$ cat src/rtl/srp_pkg.sv
/*
 * srp_pkg: shared constants and state types for the synchronous serial
 * receive port. Assumes an 8-bit processor bus sampled by clk_sys.
 */
package srp_pkg;

	// ************************************************************
	// bus decode and register fields
	// ************************************************************
	localparam int WORD_BITS = 8;
	localparam int FIFO_DEPTH = 3;
	localparam logic [1:0] AC_CTL2 = 2'h0;
	localparam logic [1:0] AC_CTL3 = 2'h1;
	localparam logic [1:0] AC_SYNC = 2'h2;
	localparam logic [1:0] AC_TXD = 2'h3;
	// control 1
	localparam int C1_RX_HOLD = 0;
	localparam int C1_TX_HOLD = 1;
	localparam int C1_RX_IE = 5;
	localparam int C1_AC_LO = 6;
	// control 2
	localparam int C2_PC_LOW = 0;
	localparam int C2_PC_HIGH = 1;
	localparam int C2_TWO_BYTE = 2;
	localparam int C2_ERR_IE = 5;
	// control 3
	localparam int C3_SYNC_EXT = 0;
	localparam int C3_PAR_EN = 1;
	localparam int C3_PAR_ODD = 2;
	// status
	localparam int ST_AVAIL = 0;
	localparam int ST_TX_SPACE = 1;
	localparam int ST_CARRIER = 2;
	localparam int ST_OVERFLOW = 5;
	localparam int ST_PARITY = 6;
	localparam int ST_IRQ = 7;
	localparam logic [3:0] RX_LAST = 4'h7;
	localparam logic [3:0] RX_PAR = 4'h8;
	localparam logic [2:0] TX_LAST = 3'h7;

	// ************************************************************
	// state types
	// ************************************************************
	typedef struct packed {
		logic e;
		logic cs_n;
		logic rs;
		logic rw;
		logic [7:0] din;
		logic rxc;
		logic rxd;
		logic car_n;
		logic txc;
		logic rst_n;
	} srp_pin_t;

	typedef struct packed {
		srp_pin_t s1;
		srp_pin_t s2;
		logic e_p;
		logic rxc_p;
		logic txc_p;
		logic car_p;
		logic rx_hold;
		logic tx_hold;
		logic rx_ie;
		logic [1:0] ac;
		logic pc_low;
		logic pc_high;
		logic two_byte;
		logic err_irq_en;
		logic sync_ext;
		logic par_en;
		logic par_odd;
		logic [7:0] sync_code;
		logic [7:0] tx_buf;
		logic tx_full;
		logic [7:0] tx_sh;
		logic [2:0] tx_cnt;
		logic tx_line;
		logic [7:0] rx_sh;
		logic [3:0] rx_cnt;
		logic [2:0][7:0] fd;
		logic [2:0] fv;
		logic [2:0] fp;
		logic ovr;
		logic ovr_seen;
		logic dcd_lat;
		logic dcd_seen;
		logic irq;
		logic [7:0] dout;
		logic mr_out;
	} srp_st_t;

endpackage : srp_pkg

$ cat src/rtl/srp_rx_port.sv
/*
 * srp_rx_port: receive data path and processor bus port of a synchronous
 * serial adapter, with a minimal fill-character transmitter.
 * Assumes every pin is asynchronous to clk_sys and the bus enable and
 * line clocks run well below a quarter of clk_sys.
 */
// Functional notes
// - synchronized characters shift toward last empty slot
// - single-byte mode: avail when slot three full
// - two-byte mode: avail when last two full
// - avail with receive enable raises interrupt
// - fifo read clears avail and interrupt
// - queued characters shift in, flags set again
// - parity kept per character, never on bus
// - parity fault interrupts when error enable set
// - entry into full input slot overflows, overwrites
// - overflow interrupts when error enable set
// - overflow clears after status then read, or on rx hold
// - carrier input rising interrupts with error enable, not during rx hold
// - carrier clear after status then read, track
// - bus driven only during selected read
// - read selects read register, write the other
// - selected only while chip select low
// - bank select picks register pair
// - interrupt open drain, held until cleared
// - reset pin sets holds, clears controls
// - holds stay; reset bits ignore writes meanwhile
// - tx shifts on falling, rx samples rising
// - bus enable clocks transfers and fifo
// - control 1 written at bank low, write
// - periph_ctl_low clear gives inverse of high
`timescale 1ns/1ps
module srp_rx_port (
	input wire logic clk_sys,
	input wire logic nrst,
	input wire logic bus_enable,
	input wire logic chip_sel_n,
	input wire logic reg_bank_select,
	input wire logic read_write,
	input wire logic [7:0] data_i,
	output logic [7:0] data_o,
	output logic data_oe,
	output logic irq_n_o,
	output logic irq_n_oe,
	input wire logic reset_pin_n,
	input wire logic rx_clk,
	input wire logic rx_data,
	input wire logic carrier_n,
	input wire logic tx_clk,
	output logic tx_data_out,
	output logic match_or_ready_out
);
	import srp_pkg::*;

	srp_st_t q;
	srp_st_t d;
	srp_pin_t pins;
	logic e_fall;
	logic sel;
	logic rd_stat;
	logic rd_fifo;
	logic wr_c1;
	logic wr_hi;
	logic ext_rst;
	logic rx_rise;
	logic tx_fall;
	logic car_rise;
	logic rx_done;
	logic [7:0] rx_word;
	logic rx_perr;
	logic mv12;
	logic mv01;
	logic rx_avail;
	logic tx_space;
	logic [7:0] status;

	function automatic logic parity_bad(input logic [7:0] w, input logic p,
		input logic odd);
		parity_bad = ((^w) ^ p) != odd;
	endfunction : parity_bad

	assign pins = '{e: bus_enable, cs_n: chip_sel_n, rs: reg_bank_select,
		rw: read_write, din: data_i, rxc: rx_clk, rxd: rx_data,
		car_n: carrier_n, txc: tx_clk, rst_n: reset_pin_n};

	// ************************************************************
	// bus decode
	// ************************************************************
	assign e_fall = q.e_p & ~q.s2.e;
	assign sel = e_fall & ~q.s2.cs_n;
	assign rd_stat = sel & ~q.s2.rs & q.s2.rw;
	assign wr_c1 = sel & ~q.s2.rs & ~q.s2.rw;
	assign rd_fifo = sel & q.s2.rs & q.s2.rw;
	assign wr_hi = sel & q.s2.rs & ~q.s2.rw;
	assign ext_rst = ~q.s2.rst_n;
	assign rx_rise = ~q.rxc_p & q.s2.rxc;
	assign tx_fall = q.txc_p & ~q.s2.txc;
	assign car_rise = ~q.car_p & q.s2.car_n;

	// ************************************************************
	// receive shifter
	// ************************************************************
	always_comb begin
		rx_word = {q.s2.rxd, q.rx_sh[7:1]};
		rx_done = 1'b0;
		rx_perr = 1'b0;
		if (rx_rise && !q.rx_hold && !q.s2.car_n) begin
			if (q.rx_cnt == RX_PAR) begin
				rx_word = q.rx_sh;
				rx_done = 1'b1;
				rx_perr = parity_bad(q.rx_sh, q.s2.rxd, q.par_odd);
			end else if (q.rx_cnt == RX_LAST && !q.par_en) begin
				rx_done = 1'b1;
			end
		end
	end

	assign mv12 = e_fall & q.fv[1] & ~q.fv[2];
	assign mv01 = e_fall & q.fv[0] & (~q.fv[1] | mv12);
	assign rx_avail = q.two_byte ? (q.fv[2] & q.fv[1]) : q.fv[2];
	assign tx_space = ~q.tx_full & ~q.tx_hold & ~ext_rst;
	always_comb begin
		status = 8'h00;
		status[ST_AVAIL] = rx_avail;
		status[ST_TX_SPACE] = tx_space;
		status[ST_CARRIER] = q.dcd_lat | q.s2.car_n;
		status[ST_OVERFLOW] = q.ovr;
		status[ST_PARITY] = q.fv[2] & q.fp[2];
		status[ST_IRQ] = q.irq;
	end

	// ************************************************************
	// next state
	// ************************************************************
	always_comb begin
		d = q;
		d.s1 = pins;
		d.s2 = q.s1;
		d.e_p = q.s2.e;
		d.rxc_p = q.s2.rxc;
		d.txc_p = q.s2.txc;
		d.car_p = q.s2.car_n;
		if (wr_c1) begin
			d.rx_ie = q.s2.din[C1_RX_IE];
			d.ac = q.s2.din[C1_AC_LO +: 2];
			if (!ext_rst) begin
				d.rx_hold = q.s2.din[C1_RX_HOLD];
				d.tx_hold = q.s2.din[C1_TX_HOLD];
			end
		end
		if (wr_hi) begin
			case (q.ac)
				AC_CTL2: begin
					d.two_byte = q.s2.din[C2_TWO_BYTE];
					if (!ext_rst) begin
						d.pc_low = q.s2.din[C2_PC_LOW];
						d.pc_high = q.s2.din[C2_PC_HIGH];
						d.err_irq_en = q.s2.din[C2_ERR_IE];
					end
				end
				AC_CTL3: begin
					d.par_en = q.s2.din[C3_PAR_EN];
					d.par_odd = q.s2.din[C3_PAR_ODD];
					if (!ext_rst) begin
						d.sync_ext = q.s2.din[C3_SYNC_EXT];
					end
				end
				AC_SYNC: d.sync_code = q.s2.din;
				AC_TXD: begin
					d.tx_buf = q.s2.din;
					d.tx_full = 1'b1;
				end
				default: d.sync_code = q.sync_code;
			endcase
		end
		if (ext_rst) begin
			d.rx_hold = 1'b1;
			d.tx_hold = 1'b1;
			d.pc_low = 1'b0;
			d.pc_high = 1'b0;
			d.err_irq_en = 1'b0;
			d.sync_ext = 1'b0;
		end
		// transmitter: fill with sync code when nothing is queued
		if (q.tx_hold) begin
			d.tx_full = 1'b0;
			d.tx_cnt = 3'h0;
			d.tx_line = 1'b1;
		end else if (tx_fall) begin
			if (q.tx_cnt == 3'h0) begin
				d.tx_sh = q.tx_full ? q.tx_buf : q.sync_code;
				d.tx_full = 1'b0;
				d.tx_cnt = TX_LAST;
				d.tx_line = d.tx_sh[0];
				d.tx_sh = {1'b1, d.tx_sh[7:1]};
			end else begin
				d.tx_line = q.tx_sh[0];
				d.tx_sh = {1'b1, q.tx_sh[7:1]};
				d.tx_cnt = q.tx_cnt - 3'h1;
			end
		end
		// receive fifo
		if (mv12) begin
			d.fd[2] = q.fd[1];
			d.fp[2] = q.fp[1];
			d.fv[2] = 1'b1;
			d.fv[1] = 1'b0;
		end
		if (mv01) begin
			d.fd[1] = q.fd[0];
			d.fp[1] = q.fp[0];
			d.fv[1] = 1'b1;
			d.fv[0] = 1'b0;
		end
		if (rd_fifo && q.fv[2]) begin
			d.fv[2] = 1'b0;
			d.fp[2] = 1'b0;
		end
		if (rd_stat && q.ovr) begin
			d.ovr_seen = 1'b1;
		end
		if (rd_stat && q.dcd_lat) begin
			d.dcd_seen = 1'b1;
		end
		if (rd_fifo && q.ovr_seen) begin
			d.ovr = 1'b0;
			d.ovr_seen = 1'b0;
		end
		if (rd_fifo && q.dcd_seen) begin
			d.dcd_lat = 1'b0;
			d.dcd_seen = 1'b0;
		end
		if (car_rise) begin
			d.dcd_lat = 1'b1;
		end
		if (rx_rise && !q.rx_hold && !q.s2.car_n) begin
			if (q.rx_cnt != RX_PAR) begin
				d.rx_sh = rx_word;
			end
			d.rx_cnt = rx_done ? 4'h0 : q.rx_cnt + 4'h1;
		end
		if (q.s2.car_n) begin
			d.rx_cnt = 4'h0;
		end
		if (rx_done) begin
			if (q.fv[0] && !mv01) begin
				d.ovr = 1'b1;
				d.ovr_seen = 1'b0;
			end
			d.fd[0] = rx_word;
			d.fp[0] = rx_perr & q.par_en;
			d.fv[0] = 1'b1;
		end
		if (q.rx_hold) begin
			d.fv = 3'h0;
			d.fp = 3'h0;
			d.ovr = 1'b0;
			d.ovr_seen = 1'b0;
			d.dcd_lat = 1'b0;
			d.dcd_seen = 1'b0;
			d.rx_sh = 8'hff;
			d.rx_cnt = 4'h0;
		end
		d.irq = (q.rx_ie & rx_avail)
			| (q.err_irq_en & (status[ST_PARITY] | q.ovr | q.dcd_lat));
		d.dout = q.s2.rs ? q.fd[2] : status;
		d.mr_out = q.pc_low ? 1'b0 : ~q.pc_high;
	end

	// ************************************************************
	// state register
	// ************************************************************
	always_ff @(posedge clk_sys or negedge nrst) begin
		if (!nrst) begin
			q <= '0;
			q.s1 <= '1;
			q.s2 <= '1;
			q.e_p <= 1'b1;
			q.car_p <= 1'b1;
			q.rxc_p <= 1'b1;
			q.txc_p <= 1'b1;
			q.rx_hold <= 1'b1;
			q.tx_hold <= 1'b1;
			q.tx_line <= 1'b1;
			q.rx_sh <= 8'hff;
			q.mr_out <= 1'b1;
		end else begin
			q <= d;
		end
	end

	// ************************************************************
	// outputs
	// ************************************************************
	assign data_o = q.dout;
	assign data_oe = q.s2.e & ~q.s2.cs_n & q.s2.rw;
	assign irq_n_o = 1'b0;
	assign irq_n_oe = q.irq;
	assign tx_data_out = q.tx_line;
	assign match_or_ready_out = q.mr_out;
endmodule : srp_rx_port

$ cat config.mk
export PLATFORM = sky130hd
export DESIGN_NAME = srp_rx_port
export DESIGN_NICKNAME = d
export VERILOG_FILES = /design/src/rtl/srp_pkg.sv /design/src/rtl/srp_rx_port.sv
export SDC_FILE = /design/constraint.sdc
export NUM_CORES = 1
export LEC_CHECK = 0
export ABC_AREA = 1
export BUFFER_PORTS_ARGS = -buffer_cell sky130_fd_sc_hd__buf_2
export CORE_ASPECT_RATIO = 0.75
export CORE_MARGIN = 3
export CORE_UTILIZATION = 30
export CTS_CLUSTER_DIAMETER = 50
export DETAILED_ROUTE_END_ITERATION = 12
export GPL_ROUTABILITY_DRIVEN = 0
export PLACE_DENSITY = 0.52
export SLEW_MARGIN = 10
export SYNTH_ARGS = -nofsm -noshare
export SYNTH_HDL_FRONTEND = slang
export SYNTH_SLANG_ARGS = --single-unit
$ cat constraint.sdc
create_clock -name clk_sys -period 4.4 [get_ports clk_sys]
set_input_delay 1.32 -clock clk_sys [delete_from_list [all_inputs] [get_ports clk_sys]]
set_output_delay 1.32 -clock clk_sys [all_outputs]
set_load 0.005 [all_outputs]
==> key figures, run 1 <==
Setup path
  • CP Buf/Inv Count: 2
  • Critical path launch point: q[114]
  • Max FO, Critical Path: 6
  • WP data arrival: 1.45 ns
  • Crit Path Class: flop to output port
  • Critical Path Start Type: flop
  • Peak per-stage delay on the critical path: 0.60 ns
  • Nature of the critical path endpoint: output port
  • CP top delay family: flip-flops
  • RR Startpoint: q[115]
  • Required @ worst endpoint: 3.08 ns
  • CP cell instances: inv_1 -> nor3_1 -> buf_2
  • Slowest cell on crit path: dfstp_2

STA
  • RSZ-0062 raised after global routing: no
  • Post-Route Skew: 0.00727 ns
  • Final min period: 2.77 ns
  • Endpoints failing setup: 0
  • Worst slew margin: 33.9%
  • Final period utilization: 62.9%
  • Max Clock Freq: 361 MHz
  • Setup TNS: 0 ns
  • Slew Limit Fails: 0
  • Hold slack: 0.355 ns
  • Worst Tran Pin Value: 0.992 ns
  • Final Hold Violating Endpoints: 0

Synth
  • Dominant cells by area after synthesis: dfrtp_1 (39%), dfstp_2 (25%), nand2_1 (8.2%)
  • Distinct cells, synth: 33
  • Count leader, synth: nand2_1
  • Synthesized Nets: 556
  • FFs w/ async S/R, synth: 100%
  • Synth cell count leaders: nand2_1 (117), dfrtp_1 (84), o21ai_0 (82), inv_1 (55), dfstp_2 (50)
  • EDFF count, synth: 0
  • Synth warn: 0
  • Post-synthesis sequential area ratio: 63.8%
  • Syn Area/Cell: 10.0 µm²
  • Synth Cell Area: 5350 µm²
  • Biggest area consumer among synthesized cells: dfrtp_1
  • Synth Register Bits: 134
  • Most used flip-flop cell after synthesis: dfrtp_1
  • Mapped Cells: 533
  • Synth top area share: 39.3%

Place
  • # port buffers: 30
  • Placed wire-length estimate: 7200 µm
  • Placed cell count: 780
  • Dpl cell area: 5690 µm²

Global routing
  • Met1 Use GR: 17.7%
  • Overall global routing resource usage: 11.5%
  • GR Util met3: 3.23%
  • First-pass GRT wire length: 17600 µm
  • GRT busiest layer: met1
  • Grt total ovfl: 0
  • Met2 usage: 15.0%
  • Largest net degree at the start of global routing: 114
  • Vias in the first global route: 3375
  • Initial antenna violation count: 0

Power
  • VDD IR max: 223 µV
  • Power Density: 468 nW/µm²
  • Leakage: 2.90 nW

Finish
  • # diodes: 0
  • Share of cells above drive strength 1: 22.7%
  • Cell Count, Final, Fillers Out: 812
  • Final #Nets: 586
  • Post-route cell area: 6310 µm²
  • P&R area growth vs syn: 17.9%

Clocking
  • Postcts setup bufs: 0
  • Clock-pin slew on the worst setup and hold paths: 0.06 ns
  • Root Buffer: clkbuf_16
  • CTS tree: done
  • Post_cts resized: 0
  • Worst skew pair latency: 0.41 ns
  • Total CTS buffers: 17
  • Clock Sinks: 134
  • # hold bufs at CTS: 0
  • Max clock buf depth: 2
  • H-Tree Depth: 4

Drt
  • Post-Route WL: 10600 µm
  • DRC Markers: 0
  • Final ANT Viol Nets: 0
  • Wire per inst: 13.0 µm
  • Via density per instance: 4.37
  • Pre-antenna DRT Iters: 5
  • DR iter-0 viols: 251
  • Via count: 3547

Status
  • Status: finished clean

Floorplanning
  • Initial Util: 31.2%
  • Core area: 17100 µm²
  • Die height: 122 µm
  • # rows: 41
  • Die W: 160 µm
  • Die area: 19500 µm²
  • Num ports: 32

Hold path
  • HP Class: flop to flop
  • HP Start: d[107]

Flow run
  • Max-cap violations: 0
-- power by group --
part | switching (mW) | leakage, nW | total, mW | internal, mW
registers | 0.0467 | 1.68 | 1.36 | 1.31
clock network | 0.523 | 0.293 | 1.46 | 0.940
logic | 0.0823 | 0.924 | 0.132 | 0.0502
total | 0.652 | 2.90 | 2.95 | 2.30
-- area by class of cell --
| cell class | instances | area, µm² |
|---|---|---|
| inverter | 56 | 210 |
| clock buffer | 22 | 474 |
| sequential | 134 | 3420 |
| timing repair buffer | 33 | 179 |
| clock inverter | 10 | 144 |
| multi-input combinational | 321 | 1590 |
| tap | 236 | 295 |
| fill | 1721 | 10800 |
-- per-layer routing --
metal	vias to the layer above	wire [µm]	part of all wire, %
met5	-	0	0
met4	0	140	1.3
met3	10	415	3.9
met2	68	4180	40
met1	1689	5840	55
li1	1780	-	-
-- metrics by stage --
step	worst slack [ns]	total power, mW	util, %
finish	1.63	2.95	36.8
global route	1.54	3.08	36.8
CTS	1.58	3.00	36.8
detailed placement	1.98	1.51	33.2
global placement	2.02	1.51	33.2
floorplan	2.26	1.44	-
-- state kept, by name (all words and copies together) (netlist names) --
signal	cells
d	21
data_o	8
irq_n_oe	1
match_or_ready_out	1
q	102
tx_data_out	1
-- logic make-up (layout without fill, tap and decap cells) --
| family | count (synthesis) | after routing | synth area share [%] |
|---|---|---|---|
| simple gates | 182 | 182 | 14.5 |
| flops | 134 | 134 | 63.8 |
| compound gates | 130 | 130 | 13.6 |
| buf+inv | 78 | 121 | 6.45 |
| fa+ha+maj | 4 | 4 | 0.935 |
| xor+xnor | 4 | 4 | 0.654 |
| other cells | 1 | 1 | 0.0700 |
-- cell usage in the layout, fill, tap and decap left out, drive strengths merged --
cell      synthesis  final
a2bb2oi           7      7
nor3              5      5
clkbuf            8     22
a31oi             1      1
dfstp            50     50
o21ai            91     91
inv              56     58
xor2              2      2
clkinv            0      2
ha                4      4
nand4             1      1
a22o              1      1
nand2           121    121
dfrtp            84     84
o22ai             1      1
xnor2             2      2
buf              14     33
a21oi            28     28
nor4              1      1
o41ai             1      1
conb              1      1
or2               1      1
nand3            20     20
nor2             33     33
bufinv            0      3
clkinvlp          0      3
-- final timing paths --
| path | endpoint | slack, ns | depth (start not counted) |
|---|---|---|---|
| min reg2reg | q[107] | 0.36 | 0 |
| max reg2reg | q[69] | 2.44 | 5 |
| min in group asynchronous | q[66] | 1.03 | 1 |
| max in group asynchronous | d[101] | 2.49 | 2 |
| max | data_oe | 1.63 | 3 |
| min | q[107] | 0.36 | 0 |
-- worst reg2reg max path: cells and delay by family, from the launching register on --
family,cells,cell delay [ns]
simple gates,3,1.02
flops,1,0.64
buf+inv,1,0.12
compound gates,1,0.06
(Power assumes the default switching activity.)
==> run 2: changes to the inputs <==
clock period = 2.84 ns   (was 4.4 ns; I/O delays follow)
==> run 2 against run 1 <==
  * Global-route usage grew 0.56 points
  * Sequential cell count is the same
  * Worst hold slack lost 0.00093 ns
  * Die area is the same
  * Sequential power grew 55%
  * Clock skew grew 0.0046 ns
  * Final cell count grew 0.12%
  * Critical path depth is the same
  * Clock power grew 47%
  * Cell area shrank 0.22%
  * Via count shrank 0.54%
  * Worst setup slack lost 1.1 ns
  * Critical path type unchanged
  * Critical endpoint unchanged
==> key figures, run 2 (synthesized netlist as in run 1, its figures left out) <==
Status
  • Status: finished clean

Finish
  • Final Util: 36.8%
  • Largest Register: q
  • # diodes: 0
  • Commonest non-fill, non-tap cell in the layout: nand2_1
  • Number of flip-flops in the largest register: 102
  • Share of cells above drive strength 1: 23.2%
  • P&R area growth vs syn: 17.6%
  • Final #Nets: 587
  • Most frequent cells in the layout: nand2_1 (117), dfrtp_1 (84), o21ai_0 (82), inv_1 (55), dfstp_2 (50)

Hold path
  • HP Class: flop to flop
  • HP Start: d[101]

Setup path
  • Slowest cell on crit path: dfstp_2
  • Peak per-stage delay on the critical path: 0.59 ns
  • CP cell instances: inv_1 -> nor3_1 -> buf_2
  • CP top delay family: flip-flops
  • WP data arrival: 1.46 ns
  • Critical path launch point: q[114]
  • Max FO, Critical Path: 6
  • Nature of the critical path endpoint: output port
  • CP Buf/Inv Count: 2
  • Crit Path Class: flop to output port
  • Required @ worst endpoint: 1.99 ns
  • Critical Path Start Type: flop
  • RR Startpoint: q[115]

Clocking
  • Clock Sinks: 134
  • CTS tree: done
  • Worst skew pair latency: 0.41 ns
  • Clock-pin slew on the worst setup and hold paths: 0.05 ns
  • Total CTS buffers: 17
  • H-Tree Depth: 4
  • Max clock buf depth: 2
  • Post_cts resized: 0
  • # hold bufs at CTS: 0
  • Postcts setup bufs: 0
  • Root Buffer: clkbuf_16

Global routing
  • First-pass GRT wire length: 18700 µm
  • Grt total ovfl: 0
  • Initial antenna violation count: 0
  • Largest net degree at the start of global routing: 64
  • Overall global routing resource usage: 12.0%
  • Vias in the first global route: 3636

Drt
  • DR iter-0 viols: 189
  • Final ANT Viol Nets: 0
  • Post-Route WL: 10600 µm
  • Wire per inst: 13.1 µm
  • Pre-antenna DRT Iters: 4
  • Via count: 3528
  • Via density per instance: 4.34
  • DRC Markers: 0

Floorplanning
  • Die height: 122 µm
  • Die area: 19500 µm²
  • # rows: 41
  • Die W: 160 µm
  • Num ports: 32
  • Initial Util: 31.2%
  • Core area: 17100 µm²

STA
  • Worst slew margin: 58.9%
  • Worst Tran Pin Value: 0.615 ns
  • Final min period: 2.31 ns
  • Endpoints failing setup: 0
  • Setup TNS: 0 ns
  • Slew Limit Fails: 0
  • Max Clock Freq: 432 MHz
  • Post-Route Skew: 0.0118 ns
  • Final period utilization: 81.5%
  • Setup slack after layout: 0.526 ns
  • RSZ-0062 raised after global routing: no
  • Final Hold Violating Endpoints: 0

Power
  • Power Density: 707 nW/µm²
  • Share of power burned in registers: 47.3%
  • Leakage: 2.90 nW
  • VDD IR max: 347 µV
  • P_int: 3.44 mW
  • Clock Power Share: 48.0%
  • Sw power: 1.01 mW
  • Total Power: 4.45 mW
  • Combinational cell fraction of total power: 4.7%
  • Sw Ratio: 22.7%

Place
  • # port buffers: 30
  • Pre-CTS setup slack: 0.919 ns
  • Placed wire-length estimate: 7360 µm

Flow run
  • Max-cap violations: 0
==> run 2: through the flow <==
| stage | area (µm²) | hold WS, ns | instances |
|---|---|---|---|
| floorplan | 5350 | 0.345 | 533 |
| global placement | 5710 | 0.346 | 781 |
| detailed placement | 5710 | 0.347 | 781 |
| CTS | 6300 | 0.355 | 813 |
| global route | 6300 | 0.357 | 813 |
| finish | 6300 | 0.354 | 813 |
==> run 2: power by group through the flow <==
stage | Sequential [mW] | Clock (mW) | Combinational [mW]
2_1_floorplan | 2.11 | 0 | 0.128
3_3_place_gp | 2.13 | 0 | 0.208
3_5_place_dp | 2.13 | 0 | 0.214
4_1_cts | 2.10 | 2.20 | 0.216
5_1_grt | 2.12 | 2.29 | 0.251
6_report | 2.11 | 2.14 | 0.210
==> run 2: layer usage <==
| layer | track usage [%] | vias to the layer above | wire, µm | part of all wire (%) |
|---|---|---|---|---|
| met4 | 3.90 | 0 | 94 | 0.88 |
| met2 | 16.0 | 63 | 4220 | 40 |
| li1 | - | 1783 | - | - |
| met1 | 19.0 | 1673 | 5860 | 55 |
| met3 | 2.69 | 9 | 454 | 4.3 |
| met5 | 0 | - | 0 | 0 |
==> run 2: final cells by class <==
class	instances	area, µm²
fillers	1730	10800
well taps	236	295
inverters	56	210
multi-input cells	321	1590
clock inverters	13	131
repair buffers	34	199
clock buffers	19	453
flip-flops and latches	134	3420
==> run 2: worst paths after layout <==
path	to	slack [ns]	cells past startpoint
worst max-delay path	data_oe	0.53	3
worst min-delay path	q[101]	0.35	0
worst max register to register	q[71]	0.91	5
worst min register to register	q[101]	0.35	0
max in group asynchronous	d[116]	1.68	2
min in group asynchronous	q[84]	0.43	1
==> run 3: changes to the inputs <==
clock period = 2.34 ns   (was 2.84 ns; I/O delays follow)
==> run 3 against run 2 <==
  * Sequential power rose by 21%
  * Worst setup slack worse by 0.38 ns
  * Sequential share of layout area fell by 0.36 points
  * Via count increased by 0.48%
  * First-iteration DRC count is 4.8% higher
  * Worst hold slack got worse by 0.13 ns
  * Critical path depth unchanged
  * Critical path type unchanged
  * Register-to-register slack worse by 0.47 ns
  * Clock power up 28%
  * Highest routed layer unchanged
  * Count of clock-buffer cells in the layout is the same
  * Total power up 24%
==> key figures, run 3 (synthesized netlist as in run 1, its figures left out) <==
Place
  • Placed wire-length estimate: 7380 µm
  • Placed cell count: 783
  • # port buffers: 30
  • Dpl cell area: 5730 µm²

Power
  • Share of power burned in registers: 46.0%
  • Clock Power Share: 49.3%
  • Combinational cell fraction of total power: 4.7%
  • VDD IR max: 508 µV
  • Sw Ratio: 22.7%
  • Leakage: 2.91 nW
  • P_int: 4.28 mW
  • Power Density: 874 nW/µm²
  • Sw power: 1.26 mW

Finish
  • Number of flip-flops in the largest register: 102
  • Largest Register: q
  • Commonest non-fill, non-tap cell in the layout: nand2_1
  • Share of cells above drive strength 1: 23.3%
  • Layout fillers: 1720
  • Most frequent cells in the layout: nand2_1 (117), dfrtp_1 (84), o21ai_0 (82), inv_1 (55), dfstp_2 (50)
  • # diodes: 0
  • P&R area growth vs syn: 18.4%
  • Final #Nets: 589
  • Cell Count, Final, Fillers Out: 815
  • Post-route cell area: 6340 µm²
  • Final Util: 37.0%

STA
  • Hold slack: 0.229 ns
  • Max Clock Freq: 456 MHz
  • Final period utilization: 93.8%
  • Slew Limit Fails: 0
  • Final min period: 2.20 ns
  • Post-Route Skew: 0.00737 ns
  • Setup TNS: 0 ns
  • Final Hold Violating Endpoints: 0
  • Worst Tran Pin Value: 0.622 ns
  • Worst slew margin: 58.4%
  • Endpoints failing setup: 0
  • RSZ-0062 raised after global routing: no

Setup path
  • Crit Path Class: flop to output port
  • R2R Path End: q[70]
  • Worst R2R Path Depth: 5
  • Critical path endpoint: data_oe
  • RR Startpoint: q[115]
  • Max FO, Critical Path: 6
  • Nature of the critical path endpoint: output port
  • Critical path launch point: q[114]
  • R2R setup slack: 0.44 ns
  • WP data arrival: 1.49 ns
  • Required @ worst endpoint: 1.64 ns
  • Critical Path Start Type: flop

Flow run
  • Max-cap violations: 0

Clocking
  • # hold bufs at CTS: 0
  • Clock Sinks: 134
  • Postcts setup bufs: 0
  • Worst skew pair latency: 0.40 ns
  • H-Tree Depth: 4
  • Clock-pin slew on the worst setup and hold paths: 0.06 ns
  • CTS tree: done
  • Post_cts resized: 0
  • Total CTS buffers: 17
  • Max clock buf depth: 2
  • Root Buffer: clkbuf_16

Floorplanning
  • Die area: 19500 µm²
  • Die W: 160 µm
  • Num ports: 32
  • Die height: 122 µm
  • Initial Util: 31.2%
  • # rows: 41
  • Core area: 17100 µm²

Global routing
  • Largest net degree at the start of global routing: 50
  • Grt total ovfl: 0
  • First-pass GRT wire length: 17900 µm
  • Vias in the first global route: 3403
  • Initial antenna violation count: 0
  • Overall global routing resource usage: 11.6%

Drt
  • Via count: 3545
  • Pre-antenna DRT Iters: 5
  • Wire per inst: 13.0 µm
  • Final ANT Viol Nets: 0
  • DRC Markers: 0
  • Post-Route WL: 10600 µm
  • Via density per instance: 4.35
  • DR iter-0 viols: 198

Hold path
  • HP Class: primary input to asynchronous set/reset pin

Status
  • Status: finished clean
run 3: cell count changes in the layout (fill, tap and decap cells not counted), sizes merged:
cell | previous run | this run
clkinvlp | 2 | 4
bufinv | 2 | 3
clkinv | 9 | 2
buf | 34 | 36
inv | 56 | 60
run 3: final cells by class:
| type | instances | area [µm²] | area share [%] |
|---|---|---|---|
| multi-input cells | 321 | 1590 | 25.1 |
| flip-flops and latches | 134 | 3420 | 53.9 |
| repair buffers | 36 | 214 | 3.37 |
| clock buffers | 19 | 443 | 6.99 |
| inverters | 56 | 210 | 3.32 |
| well taps | 236 | 295 | 4.66 |
| clock inverters | 13 | 169 | 2.66 |
run 3: worst max-delay path, cell delays in order, from the launching register on:
cell	delay, ns
dfstp_2	0.59
inv_1	0.07
nor3_1	0.26
buf_2	0.17
run 3: how the worst min path moves through the flow:
stage            from      to  cells past startpoint
6_report         nrst   q[58]                      1
3_5_place_dp   d[106]  q[106]                      0
4_1_cts          nrst   q[58]                      1
2_1_floorplan  d[117]  d[100]                      0
3_3_place_gp   d[116]  q[116]                      0
5_1_grt          nrst   q[67]                      1
run 3: power by group through the flow:
stage,logic (mW),clock network [mW],registers (mW)
6_report,0.259,2.73,2.55
5_1_grt,0.301,2.92,2.57
4_1_cts,0.264,2.80,2.55
3_5_place_dp,0.263,0,2.59
3_3_place_gp,0.254,0,2.59
2_1_floorplan,0.156,0,2.56
run 3: per-layer routing:
metal	track usage (%)	share of wire (%)	vias up
met4	4.23	1.0	0
met1	18.1	57	1672
li1	-	-	1790
met2	15.3	38	74
met5	0	0	-
met3	2.58	3.9	9
run 3: metrics by stage:
step | setup WS, ns | total power [mW]
floorplan | 0.805 | 2.72
global placement | 0.506 | 2.84
detailed placement | 0.435 | 2.85
CTS | 0.117 | 5.62
global route | 0.0781 | 5.79
finish | 0.145 | 5.54
